### src/shared/uif_pkg.sv
// Purpose: Shared constants for the UART interrupt enable, identification and FIFO control.
// Assumes: Registers sit on a plain 32-bit byte address port with 16-bit data.
// Notes:   Reserved bits are held at zero by write masks and read zero padding.
package uif_pkg;

	// Register byte addresses.
	localparam logic [31:0] UIF_IER_ADDR   = 32'h50001104;
	localparam logic [31:0] UIF_IIR_ADDR   = 32'h50001108;

	// Enable register fields and writable mask.
	localparam int          UIF_IER_RXDATA = 0;
	localparam int          UIF_IER_TX_HOLDING_EMPTY   = 1;
	localparam int          UIF_IER_LINE   = 2;
	localparam int          UIF_IER_MODEM  = 3;
	localparam int          UIF_IER_PROGRAMMABLE_EMPTY_IRQ_MODE  = 7;
	localparam logic [7:0]  UIF_IER_WMASK  = 8'h8F;

	// FIFO control fields.
	localparam int          UIF_FCR_ON     = 0;
	localparam int          UIF_FCR_RXCLR  = 1;
	localparam int          UIF_FCR_TXCLR  = 2;
	localparam int          UIF_FCR_DMA    = 3;
	localparam int          UIF_FCR_TET_LO = 4;
	localparam int          UIF_FCR_RT_LO  = 6;

	// Reset values.
	localparam logic [7:0]  UIF_IER_RST    = 8'h00;
	localparam logic [7:0]  UIF_DLH_RST    = 8'h00;
	localparam logic [1:0]  UIF_FIELD_RST  = 2'h0;

	// Pending interrupt codes.
	localparam logic [3:0]  UIF_ID_MODEM   = 4'h0;
	localparam logic [3:0]  UIF_ID_NONE    = 4'h1;
	localparam logic [3:0]  UIF_ID_TX_HOLDING_EMPTY    = 4'h2;
	localparam logic [3:0]  UIF_ID_RXDATA  = 4'h4;
	localparam logic [3:0]  UIF_ID_LINE    = 4'h6;
	localparam logic [3:0]  UIF_ID_BUSY    = 4'h7;
	localparam logic [3:0]  UIF_ID_TIMEOUT = 4'hC;

	// Source index order in the pending vector, highest priority first.
	localparam int          UIF_SRC_LINE   = 0;
	localparam int          UIF_SRC_RXDATA = 1;
	localparam int          UIF_SRC_TOUT   = 2;
	localparam int          UIF_SRC_TX_HOLDING_EMPTY   = 3;
	localparam int          UIF_SRC_MODEM  = 4;
	localparam int          UIF_SRC_BUSY   = 5;
	localparam int          UIF_SRC_NUM    = 6;

endpackage : uif_pkg

### src/hdl/uif_irq_fifo_ctrl.sv
// Purpose: Interrupt enable, divisor high byte, identification and FIFO control registers.
// Assumes: Divisor access comes from the line control register outside this block.
// Notes:   FIFO levels are counts supplied by the FIFOs; all outputs are registered.
`timescale 1ns/10ps
module uif_irq_fifo_ctrl
	import uif_pkg::*;
#(
	parameter int DEPTH = 16,
	parameter int LW    = $clog2(DEPTH + 1)
)
(
	// Clock and reset.
	input  wire logic          REF_CLK_I,
	input  wire logic          RST_I,
	// Register port.
	input  wire logic [31:0]   ADDR_I,
	input  wire logic [15:0]   WDATA_I,
	input  wire logic          WR_I,
	input  wire logic          RD_I,
	output logic      [15:0]   RDATA_O,
	// State from the rest of the UART.
	input  wire logic          DIV_ACCESS_I,
	input  wire logic [LW-1:0] RX_LEVEL_I,
	input  wire logic [LW-1:0] TX_LEVEL_I,
	input  wire logic          LINE_STATUS_I,
	input  wire logic          CHAR_TIMEOUT_I,
	input  wire logic          MODEM_STATUS_I,
	input  wire logic          BUSY_DETECT_I,
	// Controls to the rest of the UART.
	output logic      [7:0]    BAUD_DIVISOR_HIGH_O,
	output logic               FIFO_ON_O,
	output logic               DMA_SIGNAL_MODE_O,
	output logic               TX_FIFO_CLEAR_O,
	output logic               RX_FIFO_CLEAR_O,
	output logic               RX_TRIGGER_HIT_O,
	output logic               TX_THRESHOLD_HIT_O,
	output logic               IRQ_O
);

	// Trigger and threshold counts in characters.
	localparam logic [LW-1:0] CNT_ONE     = LW'(1);
	localparam logic [LW-1:0] CNT_TWO     = LW'(2);
	localparam logic [LW-1:0] CNT_QUARTER = LW'(DEPTH / 4);
	localparam logic [LW-1:0] CNT_HALF    = LW'(DEPTH / 2);
	localparam logic [LW-1:0] CNT_NEAR    = LW'(DEPTH - 2);
	localparam logic [LW-1:0] CNT_ZERO    = LW'(0);

	logic [7:0]    irq_enable_reg_q;
	logic [7:0]    irq_enable_reg_d;
	logic [7:0]    baud_divisor_high_q;
	logic [7:0]    baud_divisor_high_d;
	logic          fifo_on_q;
	logic          fifo_on_d;
	logic [1:0]    rx_trigger_level_q;
	logic [1:0]    rx_trigger_level_d;
	logic [1:0]    tx_empty_threshold_q;
	logic [1:0]    tx_empty_threshold_d;
	logic          dma_signal_mode_q;
	logic          dma_signal_mode_d;
	logic          tx_fifo_clear_q;
	logic          tx_fifo_clear_d;
	logic          rx_fifo_clear_q;
	logic          rx_fifo_clear_d;
	logic [3:0]    pending_irq_code_q;
	logic          irq_q;
	logic [15:0]   rdata_q;
	logic [15:0]   rdata_d;
	logic          rx_hit_q;
	logic          tx_hit_q;
	logic          ier_sel;
	logic          iir_sel;
	logic [LW-1:0] rx_trig_cnt;
	logic [LW-1:0] tx_thr_cnt;
	logic          rx_hit;
	logic          tx_hit;
	logic          tx_holding_empty_hit;
	logic [UIF_SRC_NUM-1:0] pend;
	logic [3:0]    prio_code;
	logic          prio_any;

	// address decode
	// One address, two meanings: at the IIR address the strobe decides which register is touched, at the IER address DIV_ACCESS_I does.
	assign ier_sel = (ADDR_I == UIF_IER_ADDR);
	assign iir_sel = (ADDR_I == UIF_IIR_ADDR);

	// Register writes; the clear bits last one cycle because their next value defaults to zero.
	always_comb
	begin
		irq_enable_reg_d     = irq_enable_reg_q;
		baud_divisor_high_d  = baud_divisor_high_q;
		fifo_on_d            = fifo_on_q;
		rx_trigger_level_d   = rx_trigger_level_q;
		tx_empty_threshold_d = tx_empty_threshold_q;
		dma_signal_mode_d    = dma_signal_mode_q;
		tx_fifo_clear_d      = 1'b0;
		rx_fifo_clear_d      = 1'b0;
		if (WR_I && ier_sel)
		begin
			if (DIV_ACCESS_I)
			begin
				baud_divisor_high_d = WDATA_I[7:0];
			end
			else
			begin
				irq_enable_reg_d = WDATA_I[7:0] & UIF_IER_WMASK;
			end
		end
		if (WR_I && iir_sel)
		begin
			fifo_on_d            = WDATA_I[UIF_FCR_ON];
			rx_trigger_level_d   = WDATA_I[UIF_FCR_RT_LO +: 2];
			tx_empty_threshold_d = WDATA_I[UIF_FCR_TET_LO +: 2];
			dma_signal_mode_d    = WDATA_I[UIF_FCR_DMA];
			tx_fifo_clear_d      = WDATA_I[UIF_FCR_TXCLR];
			rx_fifo_clear_d      = WDATA_I[UIF_FCR_RXCLR];
		end
	end

	// Control register storage.
	always_ff @(posedge REF_CLK_I or posedge RST_I)
	begin
		if (RST_I)
		begin
			irq_enable_reg_q     <= UIF_IER_RST;
			baud_divisor_high_q  <= UIF_DLH_RST;
			fifo_on_q            <= 1'b0;
			rx_trigger_level_q   <= UIF_FIELD_RST;
			tx_empty_threshold_q <= UIF_FIELD_RST;
			dma_signal_mode_q    <= 1'b0;
			tx_fifo_clear_q      <= 1'b0;
			rx_fifo_clear_q      <= 1'b0;
		end
		else
		begin
			irq_enable_reg_q     <= irq_enable_reg_d;
			baud_divisor_high_q  <= baud_divisor_high_d;
			fifo_on_q            <= fifo_on_d;
			rx_trigger_level_q   <= rx_trigger_level_d;
			tx_empty_threshold_q <= tx_empty_threshold_d;
			dma_signal_mode_q    <= dma_signal_mode_d;
			tx_fifo_clear_q      <= tx_fifo_clear_d;
			rx_fifo_clear_q      <= rx_fifo_clear_d;
		end
	end

	// Level comparisons; with FIFOs off a single character counts as the trigger.
	always_comb
	begin
		unique case (rx_trigger_level_q)
			2'h0: rx_trig_cnt = CNT_ONE;
			2'h1: rx_trig_cnt = CNT_QUARTER;
			2'h2: rx_trig_cnt = CNT_HALF;
			2'h3: rx_trig_cnt = CNT_NEAR;
		endcase
		unique case (tx_empty_threshold_q)
			2'h0: tx_thr_cnt = CNT_ZERO;
			2'h1: tx_thr_cnt = CNT_TWO;
			2'h2: tx_thr_cnt = CNT_QUARTER;
			2'h3: tx_thr_cnt = CNT_HALF;
		endcase
		rx_hit = fifo_on_q ? (RX_LEVEL_I >= rx_trig_cnt) : (RX_LEVEL_I != CNT_ZERO);
		tx_hit = fifo_on_q ? (TX_LEVEL_I <= tx_thr_cnt) : (TX_LEVEL_I == CNT_ZERO);
		// programmable empty mode
		// The threshold only shapes the interrupt in programmable mode with FIFOs on.
		tx_holding_empty_hit = (fifo_on_q && irq_enable_reg_q[UIF_IER_PROGRAMMABLE_EMPTY_IRQ_MODE]) ? tx_hit
			: (TX_LEVEL_I == CNT_ZERO);
	end

	// Enable gating of each source; busy detect cannot be masked.
	always_comb
	begin
		pend = '0;
		pend[UIF_SRC_LINE]   = irq_enable_reg_q[UIF_IER_LINE] && LINE_STATUS_I;
		pend[UIF_SRC_RXDATA] = irq_enable_reg_q[UIF_IER_RXDATA] && rx_hit;
		pend[UIF_SRC_TOUT]   = irq_enable_reg_q[UIF_IER_RXDATA] && fifo_on_q
			&& CHAR_TIMEOUT_I;
		pend[UIF_SRC_TX_HOLDING_EMPTY]   = irq_enable_reg_q[UIF_IER_TX_HOLDING_EMPTY] && tx_holding_empty_hit;
		pend[UIF_SRC_MODEM]  = irq_enable_reg_q[UIF_IER_MODEM] && MODEM_STATUS_I;
		pend[UIF_SRC_BUSY]   = BUSY_DETECT_I;
	end

	uif_irq_prio u_prio
	(
		.pend_i (pend),
		.code_o (prio_code),
		.any_o  (prio_any)
	);

	// Read mux; data stand only in the cycle after the read strobe.
	always_comb
	begin
		rdata_d = 16'h0000;
		if (RD_I && ier_sel)
		begin
			rdata_d[7:0] = DIV_ACCESS_I ? baud_divisor_high_q : irq_enable_reg_q;
		end
		else if (RD_I && iir_sel)
		begin
			rdata_d[7:6] = {2{fifo_on_q}};
			rdata_d[3:0] = pending_irq_code_q;
		end
	end

	// Status and output registers.
	always_ff @(posedge REF_CLK_I or posedge RST_I)
	begin
		if (RST_I)
		begin
			pending_irq_code_q <= UIF_ID_NONE;
			irq_q              <= 1'b0;
			rdata_q            <= 16'h0000;
			rx_hit_q           <= 1'b0;
			tx_hit_q           <= 1'b0;
		end
		else
		begin
			pending_irq_code_q <= prio_code;
			irq_q              <= prio_any;
			rdata_q            <= rdata_d;
			rx_hit_q           <= rx_hit;
			tx_hit_q           <= tx_hit;
		end
	end

	assign RDATA_O             = rdata_q;
	assign BAUD_DIVISOR_HIGH_O = baud_divisor_high_q;
	assign FIFO_ON_O           = fifo_on_q;
	assign DMA_SIGNAL_MODE_O   = dma_signal_mode_q;
	assign TX_FIFO_CLEAR_O     = tx_fifo_clear_q;
	assign RX_FIFO_CLEAR_O     = rx_fifo_clear_q;
	assign RX_TRIGGER_HIT_O    = rx_hit_q;
	assign TX_THRESHOLD_HIT_O  = tx_hit_q;
	assign IRQ_O               = irq_q;
endmodule : uif_irq_fifo_ctrl

### src/hdl/uif_irq_prio.sv
// Purpose: Priority encoder that turns pending sources into one identification code.
// Assumes: Pending bits are already gated by their enables.
// Notes:   Purely combinational; the caller registers the result.
`timescale 1ns/10ps
module uif_irq_prio
	import uif_pkg::*;
(
	// Pending sources, index 0 highest.
	input  wire logic [UIF_SRC_NUM-1:0] pend_i,
	// Encoded result.
	output logic      [3:0]             code_o,
	output logic                        any_o
);

	// Codes per source, in the same order as the pending vector.
	localparam logic [3:0] CODES [UIF_SRC_NUM] = '{UIF_ID_LINE, UIF_ID_RXDATA,
		UIF_ID_TIMEOUT, UIF_ID_TX_HOLDING_EMPTY, UIF_ID_MODEM, UIF_ID_BUSY};

	// single highest code
	// Walk from lowest to highest so the highest pending source is written last.
	always_comb
	begin
		code_o = UIF_ID_NONE;
		for (int i = UIF_SRC_NUM - 1; i >= 0; i--)
		begin
			if (pend_i[i])
			begin
				code_o = CODES[i];
			end
		end
		any_o = |pend_i;
	end

endmodule : uif_irq_prio

### config.mk
export PLATFORM = sky130hd
export DESIGN_NAME = uif_irq_fifo_ctrl
export DESIGN_NICKNAME = d
export VERILOG_FILES = /design/src/shared/uif_pkg.sv /design/src/hdl/uif_irq_fifo_ctrl.sv /design/src/hdl/uif_irq_prio.sv
export SDC_FILE = /design/constraint.sdc
export NUM_CORES = 1
export LEC_CHECK = 0
export ABC_AREA = 1
export BUFFER_PORTS_ARGS = -buffer_cell sky130_fd_sc_hd__buf_2
export CORE_MARGIN = 5
export CORE_UTILIZATION = 40
export DETAILED_ROUTE_END_ITERATION = 12
export GPL_ROUTABILITY_DRIVEN = 1
export PLACE_DENSITY = 0.72
export SLEW_MARGIN = 5
export SYNTH_ARGS = -nofsm -noshare
export SYNTH_HDL_FRONTEND = slang
export SYNTH_SLANG_ARGS = --single-unit
### constraint.sdc
create_clock -name REF_CLK_I -period 1.63 [get_ports REF_CLK_I]
set_input_delay 0.326 -clock REF_CLK_I [delete_from_list [all_inputs] [get_ports REF_CLK_I]]
set_output_delay 0.326 -clock REF_CLK_I [all_outputs]
set_load 0.1 [all_outputs]
Word-level counts from Yosys, hierarchy flattened --
Index checks and enable logic that the tools add are counted.
Operators by class: $lt $le $gt $ge 2, equal/unequal tests 8, muxes and demuxes 19, bitwise gates (word level) 1, reduce and logical (&&, ||, !) cells 18
Operators with widths (count):
- equality test 32 x 31 -> 1 bit, second input constant | 2
- case mux 5 bit (4 select lines) | 2
- 2-to-1 mux 4 bit | 5
- logical AND 1 bit | 11
- 2-to-1 mux 3 bit | 3
- equality test 2 bit, second input constant | 4
- 2-to-1 mux 8 bit | 1
- 2-to-1 mux 2 bit | 3
- OR reduction 6 bit | 1
- greater-or-equal comparator 5 bit | 1
- <= comparator 5 bit | 1
- logical NOT 5 bit | 1
- 2-to-1 mux 1 bit | 5
- nonzero test 5 bit | 1
- equality test 2 x 1 -> 1 bit, second input constant | 2
- logical NOT 2 bit | 2
- AND reduction 2 bit | 2
- inverter 1 bit | 1
Word-level totals: register bits after elaboration 36, input port bits 67

Longest topological paths before layout --
depth in word-level cells 10, depth in mapped cells 13, depth with buffers taken out 13

By module --
From an unflattened synthesis, not the netlist that was laid out.
Second synthesis, totals: cells, all modules 306, area, all modules 2193.4 um^2
By module, submodules not included:
- uif_irq_fifo_ctrl | instances 1, cells an instance 288, area an instance 2118.3 um^2, seq. area each 902.1 um^2
- uif_irq_prio | instances 1, cells an instance 18, area an instance 75.1 um^2, seq. area each 0.0 um^2

Worst setup path after synthesis --
No wires, ideal clock.
path kind reg-to-reg, start register fifo_on_q, in the netlist FIFO_ON_O, end register pending_irq_code_q[2], library setup time 0.136 ns, arrival time 1.563 ns, setup slack -0.069 ns, stages on the path, launching flop included 8, buffers on the path 0, period minus slack after synthesis 1.699 ns, path through dfrtp_1 > inv_1 > nand2_1 > nand2_1 > nor2_1 > nand2_1 > nand3_1 > nand4_1
Between the ends: cells in the longest elaborated chain, start to end 7, elaborated cells on any way between the ends 12, those cells by class mux (7); reduce/logical (5)
RTL lines:
- from (decl) | RTL line uif_irq_fifo_ctrl.sv:52 | logic fifo_on_q;
- from (signal assigned) | RTL line uif_irq_fifo_ctrl.sv:137 | fifo_on_q <= fifo_on_d;
- 2-to-1 mux 1 bit or logical AND 1 bit (tied branches) | RTL line uif_irq_fifo_ctrl.sv:162, uif_irq_fifo_ctrl.sv:165
- 2-to-1 mux 1 bit | RTL line uif_irq_fifo_ctrl.sv:165 | tx_holding_empty_hit = (fifo_on_q && irq_enable_reg_q[UIF_IER_PROGRAMMABLE_EMPTY_IRQ_MODE]) ? tx_hit
- logical AND 1 bit | RTL line uif_irq_fifo_ctrl.sv:177 | pend[UIF_SRC_TX_HOLDING_EMPTY] = irq_enable_reg_q[UIF_IER_TX_HOLDING_EMPTY] && tx_holding_empty_hit;
- 2-to-1 mux 3 bit | RTL line uif_irq_prio.sv:26 | if (pend_i[i])
- 2-to-1 mux 4 bit | RTL line uif_irq_prio.sv:26
- 2-to-1 mux 4 bit * (2 in a row) | RTL line uif_irq_prio.sv:26
- via prio_code[2] | RTL line uif_irq_fifo_ctrl.sv:78 | logic [3:0] prio_code;
- to (signal assigned) | RTL line uif_irq_fifo_ctrl.sv:217 | pending_irq_code_q <= prio_code;
- to (decl) | RTL line uif_irq_fifo_ctrl.sv:64 | logic [3:0] pending_irq_code_q;
Mark *: on every way through the listed nets, which the timed path passes. The rest lies on a longest branch. A chain may end at the register's enable or synchronous reset.

Final worst setup path --
start register tx_empty_threshold_q[0], end register pending_irq_code_q[1]
Between the ends: cells in the longest elaborated chain, start to end 10, elaborated cells on any way between the ends 13, those cells by class order compare (1); eq/ne (3); mux (7); reduce/logical (2)
RTL lines:
- from (decl) | RTL line uif_irq_fifo_ctrl.sv:56 | logic [1:0] tx_empty_threshold_q;
- from (signal assigned) | RTL line uif_irq_fifo_ctrl.sv:139 | tx_empty_threshold_q <= tx_empty_threshold_d;
- equality test 2 bit, or another cell as far along | RTL line uif_irq_fifo_ctrl.sv:155 | unique case (tx_empty_threshold_q)
- case mux 5 bit (4 select lines) * | RTL line uif_irq_fifo_ctrl.sv:155
- <= comparator 5 bit * | RTL line uif_irq_fifo_ctrl.sv:162 | tx_hit = fifo_on_q ? (TX_LEVEL_I <= tx_thr_cnt) : (TX_LEVEL_I == CNT_ZERO);
- 2-to-1 mux 1 bit * | RTL line uif_irq_fifo_ctrl.sv:162
- 2-to-1 mux 1 bit * | RTL line uif_irq_fifo_ctrl.sv:165
- logical AND 1 bit * | RTL line uif_irq_fifo_ctrl.sv:177
- 2-to-1 mux 3 bit * | RTL line uif_irq_prio.sv:26
- 2-to-1 mux 4 bit * (3 in a row) | RTL line uif_irq_prio.sv:26
- via prio_code[1] | RTL line uif_irq_fifo_ctrl.sv:78
Mark *: on every way through the listed nets, which the timed path passes. The rest lies on a longest branch. The select of a mux whose other input is x is not followed.

==> summary.md <==
| Metric | Value |
|---|---|
| Cell Area, Placed | around 2500 um2 |
| Clk sink count | 36 |
| Core box area | 4790 um2 |
| Clk root buf | clkbuf_8 |
| Logic pwr share | between 10% and 20% |
| Post-Synth Simple-Gate Area | a little under a third |
| #FFs+latches synth | 36 |
| Mapped Area | approximately 2000 um2 |
| P_sw | slightly below 500 uW |
| Minimum clock period | between 1.5 and 2 ns |
| Initial DRC count | 56 |
| Fraction of layout cells with a size suffix above 1 | 36.1% |
| WHS | between 0.08 and 0.09 ns |
| Clock Tree Buf Depth | 2 |
| Critical path fanouts, max | 3 |
| Synth top area cells | dfrtp_1 (44%), nand2_1 (12%), inv_1 (6.6%) |
| Register area share after synthesis | a little under half |
| Clock share of power | 35.1% |
| Initial core utilization | about two fifths |
| Vias in the first global route | between 1500 and 2000 |
| Largest area contributor in the netlist | dfrtp_1 |
| Yosys cell types | 28 |
| Pwr Density | 689 nW/um2 |
| HP Class | input pin to asynchronous set/reset pin |
| Wire length per cell | about 12 um |
| First-pass GRT wire length | 7.73 mm |
| Final Util | 54.9% |
| Worst EP arrival | 1.82 ns |
| Switch share | a little over a quarter |
| Max cap viols | 0 |
| Hold Fails Final Rpt | 0 |
| Die area | 6510 um2 |
| Final setup fails | 0 |
| Reg2reg start | tx_empty_threshold_q[0] |
| DR vias | around 1800 |
| Slew headroom | around 63% |
| DP HPWL | 3.90 mm |
| Req. time, crit path | ~1.9 ns |
| Synth Instances | around 250 |
| Pin count of the biggest net entering global routing | 19 |
| Worst-case reg-to-reg path depth | 13 |
| H-tree Lvls | 2 |
| EDFF count, synth | 0 |
| Worst skew pair latency | between 0.2 and 0.3 ns |
| Area share of the largest cell type after synthesis | 43.8% |
| Count of standard-cell rows | 25 |
| Total track usage | between 15 and 20% |
| Setup crit end kind | flop |
| Final net count | 414 |
| Grt ovf | 0 |
| Yosys warning count | 0 |
| Worst-Margin Slew | between 0.5 and 0.6 ns |
| Worst setup margin | ~0.031 ns |
| Port Buf Inserts | 81 |
| TritonCTS clock tree | done |
| Synthesis-to-finish area growth | 31.4% |
| Post-Synth XOR/XNOR Area | 0% |
| Peak supply drop | roughly 0.24 mV |
| Clock-pin transition on the worst setup and hold timing paths | roughly 0.060 ns |
| Routability Congestion | between 0.7 and 0.8 |
| Post-place setup slack | 0.00954 ns |
| Leakage dissipation | around 1.5 nW |
| Finished Layout Cells | 408 |
| Fmax | between 0.6 and 0.7 GHz |
| Post-synth ARST share | 100% |
| Final slew viol count | 0 |
| Final Cycle Share | 98.1% |
| Vias per cell | 4.46 |
| CP startpoint kind | flop |
| Post-route ant nets | 0 |
| Adder-Cell Fraction of Synth Area | 4.38% |
| Post-synthesis mux area share | under 10% |
| Initial DRT Pass Iterations | 4 |
| Status | finished clean |
| Clock skew | between 0.003 and 0.004 ns |
| Final wirelength | around 4.7 mm |
| DRC viols | 0 |
| Sum Neg Setup Slack | 0 ns |
| Dpl cells | 398 |
| Die width | ~81 um |
| Diode count | 0 |
| I/O pin count | 98 |
| Sequential power share | 49.6% |
| Largest family of logic cells by synthesized area | simple AND/OR/NAND/NOR gates |
| Finished Cell Area | approximately 2600 um2 |
| Die span in y | approximately 81 um |
| Syn_area_per_cell | just under 8 um2 |
| Pint | about 1.3 mW |
| Antenna violations before repair | 0 |
| Worst reg2reg setup slack | 0.03 ns |
| Reg2Reg Capture Point | pending_irq_code_q[1] |
| RSZ-0062 raised after global routing | true |
| CP Class | flop to flop |
| Complex-gate fraction of the synthesized area | a little over 7% |
| Total power | 1.81 mW |
| Top FF cell, synth | dfrtp_1 |
| CTS Buf Count | 5 |
[power groups by stage]
stage	combinational [mW]	sequential [mW]	clock, mW
after floorplan	0.170	0.931	0
after global placement	0.267	0.916	0
after detailed placement	0.271	0.916	0
after CTS	0.272	0.899	0.653
after global routing	0.307	0.898	0.696
final	0.277	0.899	0.635
[flip-flops by register name (all words and copies together) (netlist names)]
name and flops:
RX_TRIGGER_HIT_O 1, TX_THRESHOLD_HIT_O 1, irq_enable_reg_q 5, TX_FIFO_CLEAR_O 1, DMA_SIGNAL_MODE_O 1, pending_irq_code_q 4, tx_empty_threshold_q 2, RDATA_O 8
FIFO_ON_O 1, IRQ_O 1, BAUD_DIVISOR_HIGH_O 8, RX_FIFO_CLEAR_O 1, rx_trigger_level_q 2
[timing repair]
| action | CTS | global route |
|---|---|---|
| hold buffers | 0 | 0 |
| pin swaps | 6 | 5 |
| endpoints found under the setup margin | 3 | 5 |
| buffers inserted | 0 | 2 |
| resized for setup | 4 | 8 |
| cloned | 0 | 0 |
[cells by family (layout without fill, tap and decap cells)]
group	count (synthesis)	in the layout
compound gates	21	21
buf+inv	48	130
simple gates	137	137
mux	2	2
other cells	1	8
fa+ha+maj	7	7
flops	36	36
[area by class of cell]
| class | count | area [um2] |
|---|---|---|
| Fill cell | 463 | 2160 |
| Tap cell | 67 | 83.8 |
| Clock buffer | 8 | 90.1 |
| Sequential cell | 36 | 903 |
| Timing Repair Buffer | 86 | 455 |
| Multi-Input combinational cell | 175 | 960 |
| Inverter | 36 | 135 |
[worst max-delay path by stage]
stage / end / start
2_1_floorplan: pending_irq_code_q[1] / tx_empty_threshold_q[0]
3_3_place_gp: IRQ_O / tx_empty_threshold_q[0]
3_5_place_dp: pending_irq_code_q[0] / RX_LEVEL_I[2]
4_1_cts: pending_irq_code_q[1] / tx_empty_threshold_q[0]
5_1_grt: pending_irq_code_q[1] / tx_empty_threshold_q[0]
6_report: pending_irq_code_q[1] / tx_empty_threshold_q[0]
[layer usage]
metal  track usage, %  vias to the layer above  routed length (um)
met4             5.07                        0                  58
li1                 -                      949                   -
met3             4.71                        5                 389
met2             26.2                       68                2290
met5                0                        -                   0
met1             18.9                      797                1980
[Yosys cell counts (2+ instances only)]
library cell / n
a21boi_0: 2
a21oi_1: 2
buf_4: 10
dfrtp_1: 35
ha_1: 7
inv_1: 35
mux2i_1: 2
nand2_1: 65
nand2_2: 4
nand3_1: 21
nand3b_1: 3
nand4_1: 6
nor2_1: 29
nor2_2: 3
nor3_1: 2
o21ai_1: 7
o21ai_2: 8
[cell usage in the layout (no fill, tap or decap), types with 4 or more instances in the layout]
master,netlist,final
o21ai_2,8,8
nor2_1,29,29
buf_4,10,4
nand2_1,65,61
clkbuf_8,0,6
dfrtp_1,35,34
nand2_2,4,7
ha_1,7,4
nand4_1,6,6
inv_1,35,34
buf_2,1,81
o21ai_1,7,7
conb_1,1,8
nand3_1,21,19
[worst max-delay path: stages (launching register included)]
cell	delay (ns)
dfrtp_1	0.40
buf_4	0.12
nand2_1	0.08
ha_4	0.28
inv_1	0.03
nor2_1	0.08
nand3_1	0.07
nand2_1	0.08
inv_2	0.04
nand3_2	0.07
nand2_2	0.07
nand2_1	0.09
nand3_2	0.06
nand2_1	0.06
Note: power is estimated with default switching activity, not from simulation.
